**src/design/scr_pkg.sv**
```systemverilog
package scr_pkg;

    // bus and memory widths
    localparam int unsigned SCR_DW = 32;
    localparam int unsigned SCR_RAM_AW = 12;
    localparam int unsigned SCR_REG_W = 8;

    // register map: byte address of the system control register
    localparam logic [31:0] SCR_SYSCTL_OFFS = 32'h0000_0000;

    // field positions
    localparam int unsigned SCR_BIT_SRST = 1;
    localparam int unsigned SCR_BIT_ONCHIP_RAM_ENABLE = 0;

    // reset values
    localparam logic SCR_SRST_RST = 1'h0;
    localparam logic SCR_ONCHIP_RAM_ENABLE_RST = 1'h1;

    // fixed read values of the reserved fields
    localparam logic [1:0] SCR_RSVD_HI = 2'h3;
    localparam logic [3:0] SCR_RSVD_LO = 4'h0;

    // pattern returned by a read of the ram while it is disabled
    localparam logic [SCR_DW-1:0] SCR_RAM_UNDEF = 32'hDEAD_BEEF;

    // gate follows a write within this many ram accesses
    localparam int unsigned SCR_GATE_LAG = 2;

    // ahb-lite codes
    localparam logic [1:0] SCR_HTRANS_IDLE = 2'h0;
    localparam logic SCR_HRESP_OKAY = 1'h0;

    // data-phase state of the bus slave
    typedef enum logic [2:0] {
        SCR_PH_IDLE = 3'h1,
        SCR_PH_WRITE = 3'h2,
        SCR_PH_READ = 3'h4
    } scr_phase_t;

endpackage

```
**src/design/scr_ram_if.sv**
```systemverilog
`timescale 1ns/10ps
interface scr_ram_if;
    import scr_pkg::*;
    logic req;
    logic we;
    logic [SCR_RAM_AW-1:0] addr;
    logic [SCR_DW-1:0] wdata;
    logic [SCR_DW-1:0] rdata;
    logic rvalid;

    // cpu side: the gate receives requests and returns read data
    modport gate_up (
        input req,
        input we,
        input addr,
        input wdata,
        output rdata,
        output rvalid
    );

    // memory side: the gate issues requests and takes raw read data
    modport gate_dn (
        output req,
        output we,
        output addr,
        output wdata,
        input rdata
    );
endinterface

```
**src/design/scr_bit_reg.sv**
```systemverilog
`timescale 1ns/10ps
module scr_bit_reg #(
    parameter logic RST = 1'h0
) (
    input wire logic i_core_clk,
    input wire logic i_rst_n,
    input wire logic i_ce,
    input wire logic i_we,
    input wire logic i_d,
    output logic o_q
);
    logic q_reg;
    logic q_next;

    always_comb begin
        q_next = q_reg;
        if (i_we) begin
            q_next = i_d;
        end
    end

    always_ff @(posedge i_core_clk) begin
        if (!i_rst_n) begin
            q_reg <= RST;
        end else if (i_ce) begin
            q_reg <= q_next;
        end
    end

    assign o_q = q_reg;
endmodule // scr_bit_reg

```
**src/design/scr_ram_gate.sv**
```systemverilog
`timescale 1ns/10ps
module scr_ram_gate
    import scr_pkg::*;
(
    input wire logic i_core_clk,
    input wire logic i_rst_n,
    input wire logic i_ce,
    input wire logic i_en,
    scr_ram_if.gate_up up,
    scr_ram_if.gate_dn dn
);
    logic rd_pend_reg;
    logic rd_pend_next;
    logic rd_ok_reg;
    logic rd_ok_next;
    logic rvalid_reg;
    logic rvalid_next;
    logic [SCR_DW-1:0] rdata_reg;
    logic [SCR_DW-1:0] rdata_next;

    // a disabled ram sees no request at all, so writes leave it untouched
    assign dn.req = up.req && i_en;
    assign dn.we = up.we && i_en;
    assign dn.addr = up.addr;
    assign dn.wdata = up.wdata;

    // the enable is sampled with the request, so a read in flight keeps
    // the answer it was issued under
    always_comb begin
        rd_pend_next = up.req && !up.we;
        rd_ok_next = i_en;
        rvalid_next = rd_pend_reg;
        rdata_next = rdata_reg;
        if (rd_pend_reg) begin
            rdata_next = rd_ok_reg ? dn.rdata : SCR_RAM_UNDEF;
        end
    end

    always_ff @(posedge i_core_clk) begin
        if (!i_rst_n) begin
            rd_pend_reg <= 1'h0;
            rd_ok_reg <= 1'h0;
            rvalid_reg <= 1'h0;
            rdata_reg <= '0;
        end else if (i_ce) begin
            rd_pend_reg <= rd_pend_next;
            rd_ok_reg <= rd_ok_next;
            rvalid_reg <= rvalid_next;
            rdata_reg <= rdata_next;
        end
    end

    assign up.rvalid = rvalid_reg;
    assign up.rdata = rdata_reg;

    a_write_blocked: assert property (
        @(posedge i_core_clk) disable iff (!i_rst_n)
        (up.req && !i_en) |-> (!dn.req && !dn.we))
        else $error("ram request passed while disabled");

    a_undef_read: assert property (
        @(posedge i_core_clk) disable iff (!i_rst_n)
        (up.req && !up.we && !i_en && i_ce) ##1 i_ce
        |=> (up.rvalid && up.rdata == SCR_RAM_UNDEF))
        else $error("disabled ram read did not return the fill pattern");
endmodule // scr_ram_gate

```
**src/design/scr_sysctl.sv**
```systemverilog
`timescale 1ns/10ps
module scr_sysctl
    import scr_pkg::*;
(
    input wire logic i_core_clk,
    input wire logic i_rst_n,
    input wire logic i_ce,
    input wire logic i_hsel,
    input wire logic [31:0] i_haddr,
    input wire logic [1:0] i_htrans,
    input wire logic i_hwrite,
    input wire logic [2:0] i_hsize,
    input wire logic [31:0] i_hwdata,
    input wire logic i_hready,
    output logic [31:0] o_hrdata,
    output logic o_hreadyout,
    output logic o_hresp,
    output logic o_trace_debug_rst_n,
    output logic o_onchip_ram_enable,
    input wire logic i_cpu_ram_req,
    input wire logic i_cpu_ram_we,
    input wire logic [SCR_RAM_AW-1:0] i_cpu_ram_addr,
    input wire logic [SCR_DW-1:0] i_cpu_ram_wdata,
    output logic [SCR_DW-1:0] o_cpu_ram_rdata,
    output logic o_cpu_ram_rvalid,
    output logic o_mem_req,
    output logic o_mem_we,
    output logic [SCR_RAM_AW-1:0] o_mem_addr,
    output logic [SCR_DW-1:0] o_mem_wdata,
    input wire logic [SCR_DW-1:0] i_mem_rdata
);

////////////////////////////////////////////////////////////////////////////////

    scr_phase_t ph_reg;
    scr_phase_t ph_next;
    logic hit_reg;
    logic hit_next;
    logic [31:0] hrdata_reg;
    logic [31:0] hrdata_next;

    logic take;
    logic addr_hit;
    logic wr_now;
    logic srst_q;
    logic onchip_ram_enable_q;
    logic srst_next;
    logic onchip_ram_enable_next;
    logic [SCR_REG_W-1:0] sys_view;

////////////////////////////////////////////////////////////////////////////////
// ahb-lite address phase

    // a frozen clock enable must also stall the bus, else a transfer
    // would complete against state that did not move
    assign o_hreadyout = i_ce;
    assign o_hresp = SCR_HRESP_OKAY;

    assign take = i_hsel && i_htrans[1] && i_hready && i_ce;

    // sub-word accesses are accepted as long as they cover byte lane 0
    assign addr_hit = (i_haddr[31:2] == SCR_SYSCTL_OFFS[31:2])
        && (i_haddr[1:0] == 2'h0)
        && (i_hsize <= 3'h2);

    always_comb begin
        ph_next = ph_reg;
        hit_next = hit_reg;
        if (i_ce) begin
            ph_next = SCR_PH_IDLE;
            hit_next = 1'h0;
            if (take) begin
                ph_next = i_hwrite ? SCR_PH_WRITE : SCR_PH_READ;
                hit_next = addr_hit;
            end
        end
    end

    always_ff @(posedge i_core_clk) begin
        if (!i_rst_n) begin
            ph_reg <= SCR_PH_IDLE;
            hit_reg <= 1'h0;
        end else begin
            ph_reg <= ph_next;
            hit_reg <= hit_next;
        end
    end

////////////////////////////////////////////////////////////////////////////////
// register write in the data phase

    always_comb begin
        wr_now = 1'h0;
        unique case (ph_reg)
            SCR_PH_IDLE: begin
                wr_now = 1'h0;
            end
            SCR_PH_WRITE: begin
                wr_now = hit_reg && i_ce;
            end
            SCR_PH_READ: begin
                wr_now = 1'h0;
            end
            default: begin
                wr_now = 1'h0;
            end
        endcase
    end

    // reserved bits of hwdata are dropped here, so no write reaches them
    scr_bit_reg #(
        .RST(SCR_SRST_RST)
    ) u_srst (
        .i_core_clk(i_core_clk),
        .i_rst_n(i_rst_n),
        .i_ce(i_ce),
        .i_we(wr_now),
        .i_d(i_hwdata[SCR_BIT_SRST]),
        .o_q(srst_q)
    );

    scr_bit_reg #(
        .RST(SCR_ONCHIP_RAM_ENABLE_RST)
    ) u_onchip_ram_enable (
        .i_core_clk(i_core_clk),
        .i_rst_n(i_rst_n),
        .i_ce(i_ce),
        .i_we(wr_now),
        .i_d(i_hwdata[SCR_BIT_ONCHIP_RAM_ENABLE]),
        .o_q(onchip_ram_enable_q)
    );

    // value after this edge, so a read right behind a write sees it
    assign srst_next = wr_now ? i_hwdata[SCR_BIT_SRST] : srst_q;
    assign onchip_ram_enable_next = wr_now ? i_hwdata[SCR_BIT_ONCHIP_RAM_ENABLE] : onchip_ram_enable_q;

    assign sys_view = {SCR_RSVD_HI, SCR_RSVD_LO, srst_next, onchip_ram_enable_next};

////////////////////////////////////////////////////////////////////////////////
// read data, loaded at the address phase

    always_comb begin
        hrdata_next = hrdata_reg;
        if (take && !i_hwrite) begin
            hrdata_next = 32'h0000_0000;
            if (addr_hit) begin
                hrdata_next = {24'h00_0000, sys_view};
            end
        end
    end

    always_ff @(posedge i_core_clk) begin
        if (!i_rst_n) begin
            hrdata_reg <= 32'h0000_0000;
        end else begin
            hrdata_reg <= hrdata_next;
        end
    end

    assign o_hrdata = hrdata_reg;

////////////////////////////////////////////////////////////////////////////////
// block outputs

    // zero keeps the trace debug module in its power-on reset
    assign o_trace_debug_rst_n = srst_q;
    assign o_onchip_ram_enable = onchip_ram_enable_q;

////////////////////////////////////////////////////////////////////////////////
// on-chip ram access gate

    scr_ram_if cpu_if ();
    scr_ram_if mem_if ();

    assign cpu_if.req = i_cpu_ram_req;
    assign cpu_if.we = i_cpu_ram_we;
    assign cpu_if.addr = i_cpu_ram_addr;
    assign cpu_if.wdata = i_cpu_ram_wdata;
    assign o_cpu_ram_rdata = cpu_if.rdata;
    assign o_cpu_ram_rvalid = cpu_if.rvalid;

    assign mem_if.rdata = i_mem_rdata;
    assign mem_if.rvalid = 1'h0;
    assign o_mem_req = mem_if.req;
    assign o_mem_we = mem_if.we;
    assign o_mem_addr = mem_if.addr;
    assign o_mem_wdata = mem_if.wdata;

    // the gate reads the enable flop directly: the change lands on the
    // first ram access after the write, well inside the allowed lag
    scr_ram_gate u_gate (
        .i_core_clk(i_core_clk),
        .i_rst_n(i_rst_n),
        .i_ce(i_ce),
        .i_en(onchip_ram_enable_q),
        .up(cpu_if.gate_up),
        .dn(mem_if.gate_dn)
    );

////////////////////////////////////////////////////////////////////////////////
// checks

    a_rsvd_high: assert property (
        @(posedge i_core_clk) disable iff (!i_rst_n)
        (take && !i_hwrite && addr_hit)
        |=> (o_hrdata[7:6] == SCR_RSVD_HI))
        else $error("reserved high bits did not read as one");

    a_rsvd_low: assert property (
        @(posedge i_core_clk) disable iff (!i_rst_n)
        (take && !i_hwrite && addr_hit)
        |=> (o_hrdata[5:2] == SCR_RSVD_LO && o_hrdata[31:8] == 24'h00_0000))
        else $error("reserved low bits did not read as zero");

    a_srst_write: assert property (
        @(posedge i_core_clk) disable iff (!i_rst_n)
        wr_now |=> (o_trace_debug_rst_n == $past(i_hwdata[SCR_BIT_SRST])))
        else $error("debug reset bit did not take the written value");

    a_onchip_ram_enable_write: assert property (
        @(posedge i_core_clk) disable iff (!i_rst_n)
        wr_now |=> (o_onchip_ram_enable == $past(i_hwdata[SCR_BIT_ONCHIP_RAM_ENABLE])))
        else $error("ram enable did not take the written value");

    a_reset_vals: assert property (
        @(posedge i_core_clk) disable iff (!i_rst_n)
        $rose(i_rst_n) |-> (!o_trace_debug_rst_n && o_onchip_ram_enable))
        else $error("control bits wrong after reset");

    a_readback: assert property (
        @(posedge i_core_clk) disable iff (!i_rst_n)
        (wr_now ##1 (take && !i_hwrite && addr_hit))
        |=> (o_hrdata[1:0] == $past(i_hwdata[1:0], 2)))
        else $error("register did not read back the written bits");

    a_gate_lag: assert property (
        @(posedge i_core_clk) disable iff (!i_rst_n)
        (wr_now ##1 i_cpu_ram_req)
        |-> (o_mem_req == $past(i_hwdata[SCR_BIT_ONCHIP_RAM_ENABLE])))
        else $error("ram gate lagged the enable write");

    a_unmapped_zero: assert property (
        @(posedge i_core_clk) disable iff (!i_rst_n)
        (take && !i_hwrite && !addr_hit) |=> (o_hrdata == 32'h0000_0000))
        else $error("unmapped read did not return zero");

endmodule // scr_sysctl

```
**config.mk**
```make
export PLATFORM = sky130hd
export DESIGN_NAME = scr_sysctl
export DESIGN_NICKNAME = d
export VERILOG_FILES = /design/src/design/scr_pkg.sv /design/src/design/scr_ram_if.sv /design/src/design/scr_bit_reg.sv /design/src/design/scr_ram_gate.sv /design/src/design/scr_sysctl.sv
export SDC_FILE = /design/constraint.sdc
export NUM_CORES = 1
export LEC_CHECK = 0
export ABC_AREA = 1
export BUFFER_PORTS_ARGS = -buffer_cell sky130_fd_sc_hd__clkbuf_2
export CAP_MARGIN = 25
export CORE_AREA = 2 2 105 107
export DETAILED_ROUTE_END_ITERATION = 6
export DIE_AREA = 0 0 107 109
export SLEW_MARGIN = 30
export SYNTH_ARGS = -nofsm -noshare
export SYNTH_HDL_FRONTEND = slang
export SYNTH_HIERARCHICAL = 1
export SYNTH_SLANG_ARGS = --single-unit
```
**constraint.sdc**
```tcl
create_clock -name i_core_clk -period 1.33 [get_ports i_core_clk]
set_input_delay 0.266 -clock i_core_clk [delete_from_list [all_inputs] [get_ports i_core_clk]]
set_output_delay 0.266 -clock i_core_clk [all_outputs]
set_load 0.05 [all_outputs]
```
==> results.json, run 1 <==
{
  "worstSetupPathType": "flop to primary output",
  "chipHeight_um": 109,
  "hold_slack_ns": 0.2072,
  "cts_root_buf": "clkbuf_8",
  "mostFrequentLayoutCell": "nand2_1",
  "drive_above_1_share_pct": 26.74,
  "synth_top_area_share_pct": 31.23,
  "clock_path_buffers": 2,
  "cp_slowest_stage_delay_ns": 0.38,
  "grt_pass1_vias": 2132,
  "overflow": 0,
  "h-tree-depth": 2,
  "layout_min_cycle_time_ns": 1.237,
  "ys_warn_count": 6,
  "finalSetupViolations": 0,
  "fin_crit_sh_pct": 92.97,
  "ys_seq_area_share_pct": 31.23,
  "drv_slew": 0,
  "wl_per_cell_um": 8.993,
  "grt_first_pass_wirelength_um": 9777,
  "clock.fmax_mhz": 808.7,
  "clk_latency_ns": 0.30,
  "hold_path_depth": 3,
  "ios": 268,
  "core_um2": 10600,
  "cts_buffers": 5,
  "antenna_found_initial": 0,
  "drt_wl_total_um": 6034,
  "power_density_nw_per_um2": 996.5,
  "tns_ns": 0,
  "die_w_um": 107,
  "reg2regPathDepth": 7,
  "vias": 2469,
  "yosysTopAreaCell": "dfxtp_1",
  "path_buf_inv": 1,
  "rsz0062_at_grt": "no",
  "cts_num_sinks": 44,
  "clock_skew_ns": 0.01175,
  "start_util_pct": 26.60,
  "grt_max_degree": 37,
  "maxCapViolCount": 0,
  "hold_path.class": "input pin to flop",
  "die_area_um2": 11660,
  "synthCells": 458,
  "cp.depth": 1,
  "drc": 0,
  "finalHoldViolCount": 0,
  "area_delta_synth_final_pct": 15.62,
  "arrival_ns": 0.97,
  "netlist_area_um2": 2820,
  "cellLeakagePower_nw": 1.956,
  "critPathRequiredTime_ns": 1.06,
  "crit_family": "flip-flops",
  "drt_first_pass_iters": 4,
  "drtAntennaViolNets": 0,
  "track_usage_pct": 10.31,
  "gp_congestion": 0.6931,
  "cp_slowest_cell": "dfxtp_1",
  "status": "completed",
  "rrSetupSlack_ns": 0.26,
  "drtIter0Drc": 105,
  "dp_hpwl_um": 4654,
  "synthTopCellsByArea": "dfxtp_1, buf_4, nand2_1, nor2_1, inv_1",
  "yosysUniqueCellTypes": 18,
  "io_buffers": 119,
  "tritoncts": "built",
  "avgSynthCellArea_um2": 6.158,
  "via_per_inst": 3.680,
  "startpoint_type": "flop",
  "final_cell_mix": "nand2_1, clkbuf_2, nor2_1",
  "largest_reg_flops": 32,
  "worstSetupEndpointType": "primary output",
  "ys_ff_latch": 44,
  "crit_fanout": 3,
  "path_cells": "clkbuf_2",
  "nNetsFinal": 683,
  "clk_pin_slew_worst_paths_ns": 0.09,
  "vdd_ir_drop_max_mv": 0.5087,
  "num_rows": 38,
  "antenna_cells": 0
}
-- area by class of cell --
cell class              instances  area (um2)
multi-input cells             275        1094
repair buffers                127       710.7
clock inverters                 2       35.03
flip-flops and latches         44       884.6
inverters                      77       289.0
clock buffers                   6       72.57
well taps                     140       175.2
fillers                      1221        7342
-- kinds of logic after synthesis --
group	share of synthesized area [%]
other	0.1330
flip-flops	31.23
AND/OR/NAND/NOR	32.79
AO/OA/AOI/OAI	2.041
buffers and inverters	33.81
-- final timing paths --
path	start	to
setup / recovery	o_hrdata[6]	o_hrdata[6]
hold / removal	i_hwdata[1]	u_srst/o_q
setup reg to reg	ph_reg[0]	o_hrdata[0]
hold reg to reg	u_gate/up.rvalid	u_gate/up.rvalid
-- synth_stat cells, drive strengths merged --
cell type,n
nand2,132
nor2,93
buf,89
inv,77
dfxtp,44
a21oi,7
nand3,6
nand4,3
o21ai,3
a21boi,1
and2,1
clkbuf,1
conb,1
-- metrics by stage --
step | util, % | setup slack [ns] | power, mW | instances | cell area (um2)
6_report | 30.75 | 0.09349 | 3.249 | 671 | 3261
5_1_grt | 30.75 | 0.01508 | 3.450 | 671 | 3261
4_1_cts | 30.73 | 0.01634 | 3.323 | 671 | 3258
3_5_place_dp | 29.67 | 0.1110 | 2.258 | 663 | 3146
3_3_place_gp | 29.67 | 0.1306 | 2.258 | 663 | 3146
2_1_floorplan | - | 0.1507 | 2.451 | 486 | 2927
-- worst reg2reg max path: cells and delay by family (launching register included) --
| family | cells | cell delay [ns] |
|---|---|---|
| AND/OR/NAND/NOR | 5 | 0.49 |
| buffers and inverters | 1 | 0.07 |
| flip-flops | 1 | 0.32 |
| AO/OA/AOI/OAI | 1 | 0.12 |
-- repair_timing --
item,CTS,global route
endpoints found under the setup margin,2,2
resized for setup,2,3
buffers inserted,0,0
pin swaps,0,0
hold buffers,0,0
-- layer usage --
metal / global-route usage (%) / vias up / wire (um)
met5: 0 / - / 0
met4: 5.288 / 0 / 163
met3: 3.168 / 27 / 464
met2: 17.52 / 84 / 2848
met1: 11.70 / 1007 / 2557
li1: - / 1351 / -
-- report_power, final --
group          switching [mW]  internal (mW)
Sequential             0.0272           1.37
Clock                   0.471          0.558
Combinational           0.599          0.222
Total                    1.10           2.15
No activity file was read; power rests on OpenSTA's default activity.
==> inputs of run 2 (changes only) <==
--- a/config.mk
+++ b/config.mk
@@ -8,9 +8,9 @@
 export ABC_AREA = 1
 export BUFFER_PORTS_ARGS = -buffer_cell sky130_fd_sc_hd__clkbuf_2
 export CAP_MARGIN = 25
-export CORE_AREA = 2 2 105 107
+export CORE_AREA = 2 2 103 105
 export DETAILED_ROUTE_END_ITERATION = 6
-export DIE_AREA = 0 0 107 109
+export DIE_AREA = 0 0 105 107
 export SLEW_MARGIN = 30
 export SYNTH_ARGS = -nofsm -noshare
 export SYNTH_HDL_FRONTEND = slang
==> constraint.sdc (replaced) <==
create_clock -name i_core_clk -period 1.19 [get_ports i_core_clk]
set_input_delay 0.238 -clock i_core_clk [delete_from_list [all_inputs] [get_ports i_core_clk]]
set_output_delay 0.238 -clock i_core_clk [all_outputs]
set_load 0.05 [all_outputs]
==> run 2 against run 1 <==
Sequential power grew 12%. Utilization is 2.3 points higher. Critical path depth increased by 2. Clock-buffer cell count decreased by 1. Clock skew decreased by 0.0077 ns. Via count increased by 5.1%. Flip-flop and latch count unchanged. Combinational power rose by 14%. Critical endpoint is now o_mem_we. Worst hold slack worse by 0.017 ns. Non-clock buffer count did not move. Final area is 2.3% higher.
==> results.json, run 2 (synthesis results as in run 1) <==
{
  "drive_above_1_share_pct": 27.68,
  "drtAntennaViolNets": 0,
  "drv_slew": 0,
  "clk_latency_ns": 0.30,
  "vdd_ir_drop_max_mv": 0.6680,
  "crit_fanout": 4,
  "rsz0062_at_grt": "yes",
  "arrival_ns": 0.94,
  "grt_pass1_vias": 2310,
  "fin_util_pct": 33.05,
  "drt_first_pass_iters": 4,
  "hold_slack_ns": 0.1898,
  "drc": 0,
  "h-tree-depth": 2,
  "cts_buffers": 5,
  "hold_path.class": "input pin to flop",
  "track_usage_pct": 10.88,
  "gp_congestion": 0.7827,
  "fin_crit_sh_pct": 98.92,
  "placed_cells": 658,
  "fin_ws_ns": 0.01286,
  "final_cell_area_um2": 3336,
  "mostFrequentLayoutCell": "nand2_1",
  "startpoint_type": "flop",
  "grt_max_degree": 33,
  "p_int_mw": 2.433,
  "area_delta_synth_final_pct": 18.28,
  "p_sw_share_pct": 34.33,
  "vias": 2595,
  "cts_num_sinks": 44,
  "largest_reg_flops": 32,
  "overflow": 0,
  "clock_path_buffers": 2,
  "core_um2": 10090,
  "clk_pin_slew_worst_paths_ns": 0.09,
  "power_mw": 3.705,
  "cts_root_buf": "clkbuf_8",
  "final_cells": 667,
  "seqPwrFrac_pct": 42.3,
  "final_cell_mix": "nand2_1, nor2_1, clkbuf_2",
  "place_area_um2": 3146,
  "drt_wl_total_um": 6304,
  "maxCapViolCount": 0,
  "dp_slack_ns": -0.03479,
  "rrSetupSlack_ns": 0.11,
  "chipHeight_um": 107,
  "power_density_nw_per_um2": 1111,
  "tns_ns": 0,
  "die_w_um": 105,
  "layout_min_cycle_time_ns": 1.177,
  "worstSetupPathType": "flop to primary output",
  "tritoncts": "built",
  "antenna_found_initial": 0,
  "clock_skew_ns": 0.004061,
  "grt_first_pass_wirelength_um": 10120,
  "io_buffers": 119,
  "wl_per_cell_um": 9.451,
  "status": "completed",
  "clock.fmax_mhz": 849.5,
  "power.switching_mw": 1.272,
  "finalHoldViolCount": 0,
  "dp_hpwl_um": 4806,
  "ios": 268,
  "critPathRequiredTime_ns": 0.95,
  "cellLeakagePower_nw": 1.986,
  "drtIter0Drc": 101,
  "antenna_cells": 0,
  "finalSetupViolations": 0,
  "start_util_pct": 27.94,
  "clkPwrFrac_pct": 32.4,
  "worstSetupEndpointType": "primary output",
  "via_per_inst": 3.891,
  "nNetsFinal": 683,
  "die_area_um2": 11240,
  "num_rows": 37,
  "power_frac_comb_pct": 25.4
}
-- run 2: power groups by stage --
stage | sequential, mW | combinational (mW) | clock (mW)
global route | 1.57 | 1.02 | 1.32
global placement | 1.60 | 0.915 | 0
floorplan | 1.80 | 0.943 | 0
CTS | 1.57 | 0.935 | 1.26
finish | 1.57 | 0.940 | 1.20
detailed placement | 1.60 | 0.925 | 0
-- run 2: path summary, 6_finish.rpt --
check	cells after the start	to	start
worst max-delay path	3	o_mem_we	u_onchip_ram_enable/o_q
worst min-delay path	3	u_srst/o_q	i_hwdata[1]
worst max register to register	7	o_hrdata[1]	ph_reg[2]
worst min register to register	2	u_gate/up.rvalid	u_gate/up.rvalid
-- run 2: critical path, stage by stage (launching register included) --
cell and delay [ns]:
dfxtp_4 0.39, nand2_2 0.06, inv_2 0.06, buf_8 0.14
-- run 2: layout make-up --
type | instances | area (um2)
inverter | 77 | 289.0
multi-input combinational | 275 | 1104
tap | 136 | 170.2
fill | 1142 | 6756
timing repair buffer | 127 | 773.2
sequential | 44 | 884.6
clock inverter | 3 | 46.29
clock buffer | 5 | 68.82
-- run 2: layer usage --
| metal | global-route usage, % | wire (um) | vias up |
|---|---|---|---|
| li1 | - | - | 1349 |
| met1 | 11.87 | 2508 | 1128 |
| met2 | 19.29 | 3054 | 87 |
| met3 | 2.614 | 481 | 31 |
| met4 | 6.190 | 260 | 0 |
| met5 | 0 | 0 | - |
-- run 2: what timing repair did --
action / CTS / global route
endpoints found under the setup margin: 6 / 38
resized for setup: 10 / 50
setup buffers: 1 / 0
hold buffers: 0 / 0
==> inputs of run 3 (changes only) <==
--- a/config.mk
+++ b/config.mk
@@ -8,9 +8,9 @@
 export ABC_AREA = 1
 export BUFFER_PORTS_ARGS = -buffer_cell sky130_fd_sc_hd__clkbuf_2
 export CAP_MARGIN = 25
-export CORE_AREA = 2 2 103 105
+export CORE_AREA = 2 2 105 107
 export DETAILED_ROUTE_END_ITERATION = 6
-export DIE_AREA = 0 0 105 107
+export DIE_AREA = 0 0 107 109
 export SLEW_MARGIN = 30
 export SYNTH_ARGS = -nofsm -noshare
 export SYNTH_HDL_FRONTEND = slang
==> run 3 against run 2 <==
Clock power decreased by 18%. Register-to-register slack improved by 0.04 ns. Maximum frequency increased by 1.2%. Critical path type unchanged. Worst hold slack improved by 0.0028 ns.
==> results.json, run 3 (synthesis results as in run 1) <==
{
  "status": "completed",
  "core_um2": 10600,
  "hold_path.class": "input pin to flop",
  "arrival_ns": 0.93,
  "tns_ns": 0,
  "drt_wl_total_um": 6202,
  "largest_reg_flops": 32,
  "dp_hpwl_um": 4761,
  "path_buf_inv": 2,
  "wl_per_cell_um": 9.188,
  "power_density_nw_per_um2": 1051,
  "vdd_ir_drop_max_mv": 0.4376,
  "nNetsFinal": 687,
  "cp_slowest_stage_delay_ns": 0.39,
  "drc": 0,
  "final_cells": 675,
  "worstSetupEndpointType": "primary output",
  "cp_slowest_cell": "dfxtp_4",
  "gp_congestion": 0.7011,
  "layout_min_cycle_time_ns": 1.164,
  "crit_family": "flip-flops",
  "grt_max_degree": 41,
  "startpoint_type": "flop",
  "drv_slew": 0,
  "mostFrequentLayoutCell": "nand2_1",
  "clock_path_buffers": 2,
  "crit_fanout": 5,
  "rsz0062_at_grt": "yes",
  "clock_skew_ns": 0.005533,
  "placed_cells": 666,
  "drive_above_1_share_pct": 27.85,
  "path_cells": "nand2_2, inv_2, buf_8",
  "hold_slack_ns": 0.1926,
  "area_delta_synth_final_pct": 17.48,
  "antenna_found_initial": 0,
  "start_util_pct": 26.60,
  "overflow": 0,
  "cellLeakagePower_nw": 1.984,
  "clock.fmax_mhz": 859.3,
  "antenna_cells": 0,
  "finalHoldViolCount": 0,
  "finalSetupViolations": 0,
  "fin_crit_sh_pct": 97.79,
  "track_usage_pct": 10.49,
  "chipHeight_um": 109,
  "via_per_inst": 3.716,
  "h-tree-depth": 2,
  "grt_pass1_vias": 2193,
  "die_w_um": 107,
  "drtAntennaViolNets": 0,
  "critPathRequiredTime_ns": 0.95,
  "die_area_um2": 11660,
  "cts_num_sinks": 44,
  "tritoncts": "built",
  "drtIter0Drc": 81,
  "drt_first_pass_iters": 4,
  "clk_pin_slew_worst_paths_ns": 0.09,
  "cts_buffers": 5,
  "worstSetupPathType": "flop to primary output",
  "cts_root_buf": "clkbuf_8",
  "power_mw": 3.484,
  "io_buffers": 119,
  "ios": 268,
  "maxCapViolCount": 0,
  "clk_latency_ns": 0.29,
  "num_rows": 38,
  "final_cell_mix": "nand2_1, clkbuf_2, nor2_1",
  "grt_first_pass_wirelength_um": 9901,
  "vias": 2508
}
[run 3: cell types whose count changed in the layout (fill, tap and decap cells not counted), sizes merged]
cell,before,now
bufinv,1,0
clkbuf,98,106
clkinvlp,1,0
buf,34,33
inv,78,77
[run 3: what timing repair did]
| item | 4_1_cts | 5_1_grt |
|---|---|---|
| buffers inserted | 1 | 0 |
| hold buffers | 0 | 0 |
| resized for setup | 11 | 29 |
| pin swaps | 0 | 1 |
| endpoints found under the setup margin | 8 | 23 |
| gates cloned | 0 | 0 |
[run 3: per-stage QoR]
step                      cell area [um2]  utilization, %  worst slack, ns
final                                3313           31.25          0.02631
after global routing                 3313           31.25         -0.03413
after CTS                            3301           31.13         -0.01374
after detailed placement             3168           29.88          0.01285
after global placement               3168           29.88          0.02335
after floorplan                      2927               -          0.03869
[run 3: cell type report]
| class | instances | area [um2] |
|---|---|---|
| fillers | 1203 | 7289 |
| multi-input cells | 275 | 1099 |
| flip-flops and latches | 44 | 884.6 |
| repair buffers | 131 | 775.7 |
| inverters | 77 | 289.0 |
| well taps | 140 | 175.2 |
| clock buffers | 8 | 90.09 |
[run 3: final timing paths]
path | slack (ns) | start | depth (start not counted) | endpoint
worst max-delay path | 0.03 | u_onchip_ram_enable/o_q | 3 | o_mem_req
worst min-delay path | 0.19 | i_hwdata[1] | 3 | u_srst/o_q
worst max register to register | 0.15 | ph_reg[2] | 7 | o_hrdata[0]
worst min register to register | 0.47 | o_hrdata[1] | 2 | o_hrdata[1]
[run 3: metal layers]
layer	routed length, um	vias to the layer above	GRT usage [%]
li1	-	1353	-
met3	527	25	3.228
met4	194	0	5.288
met2	2971	86	18.52
met1	2508	1044	11.39
met5	0	-	0
[run 3: power breakdown]
| part | internal [mW] | leakage [nW] | switching, mW |
|---|---|---|---|
| Combinational | 0.263 | 1.58 | 0.676 |
| Clock | 0.475 | 0.0455 | 0.507 |
| Sequential | 1.53 | 0.359 | 0.0297 |
[run 3: worst reg2reg max path: cells and delay by family, from the launching register on]
family,cells,cell delay (ns)
AND/OR/NAND/NOR,5,0.47
flip-flops,1,0.34
AO/OA/AOI/OAI,1,0.12
buffers and inverters,1,0.05
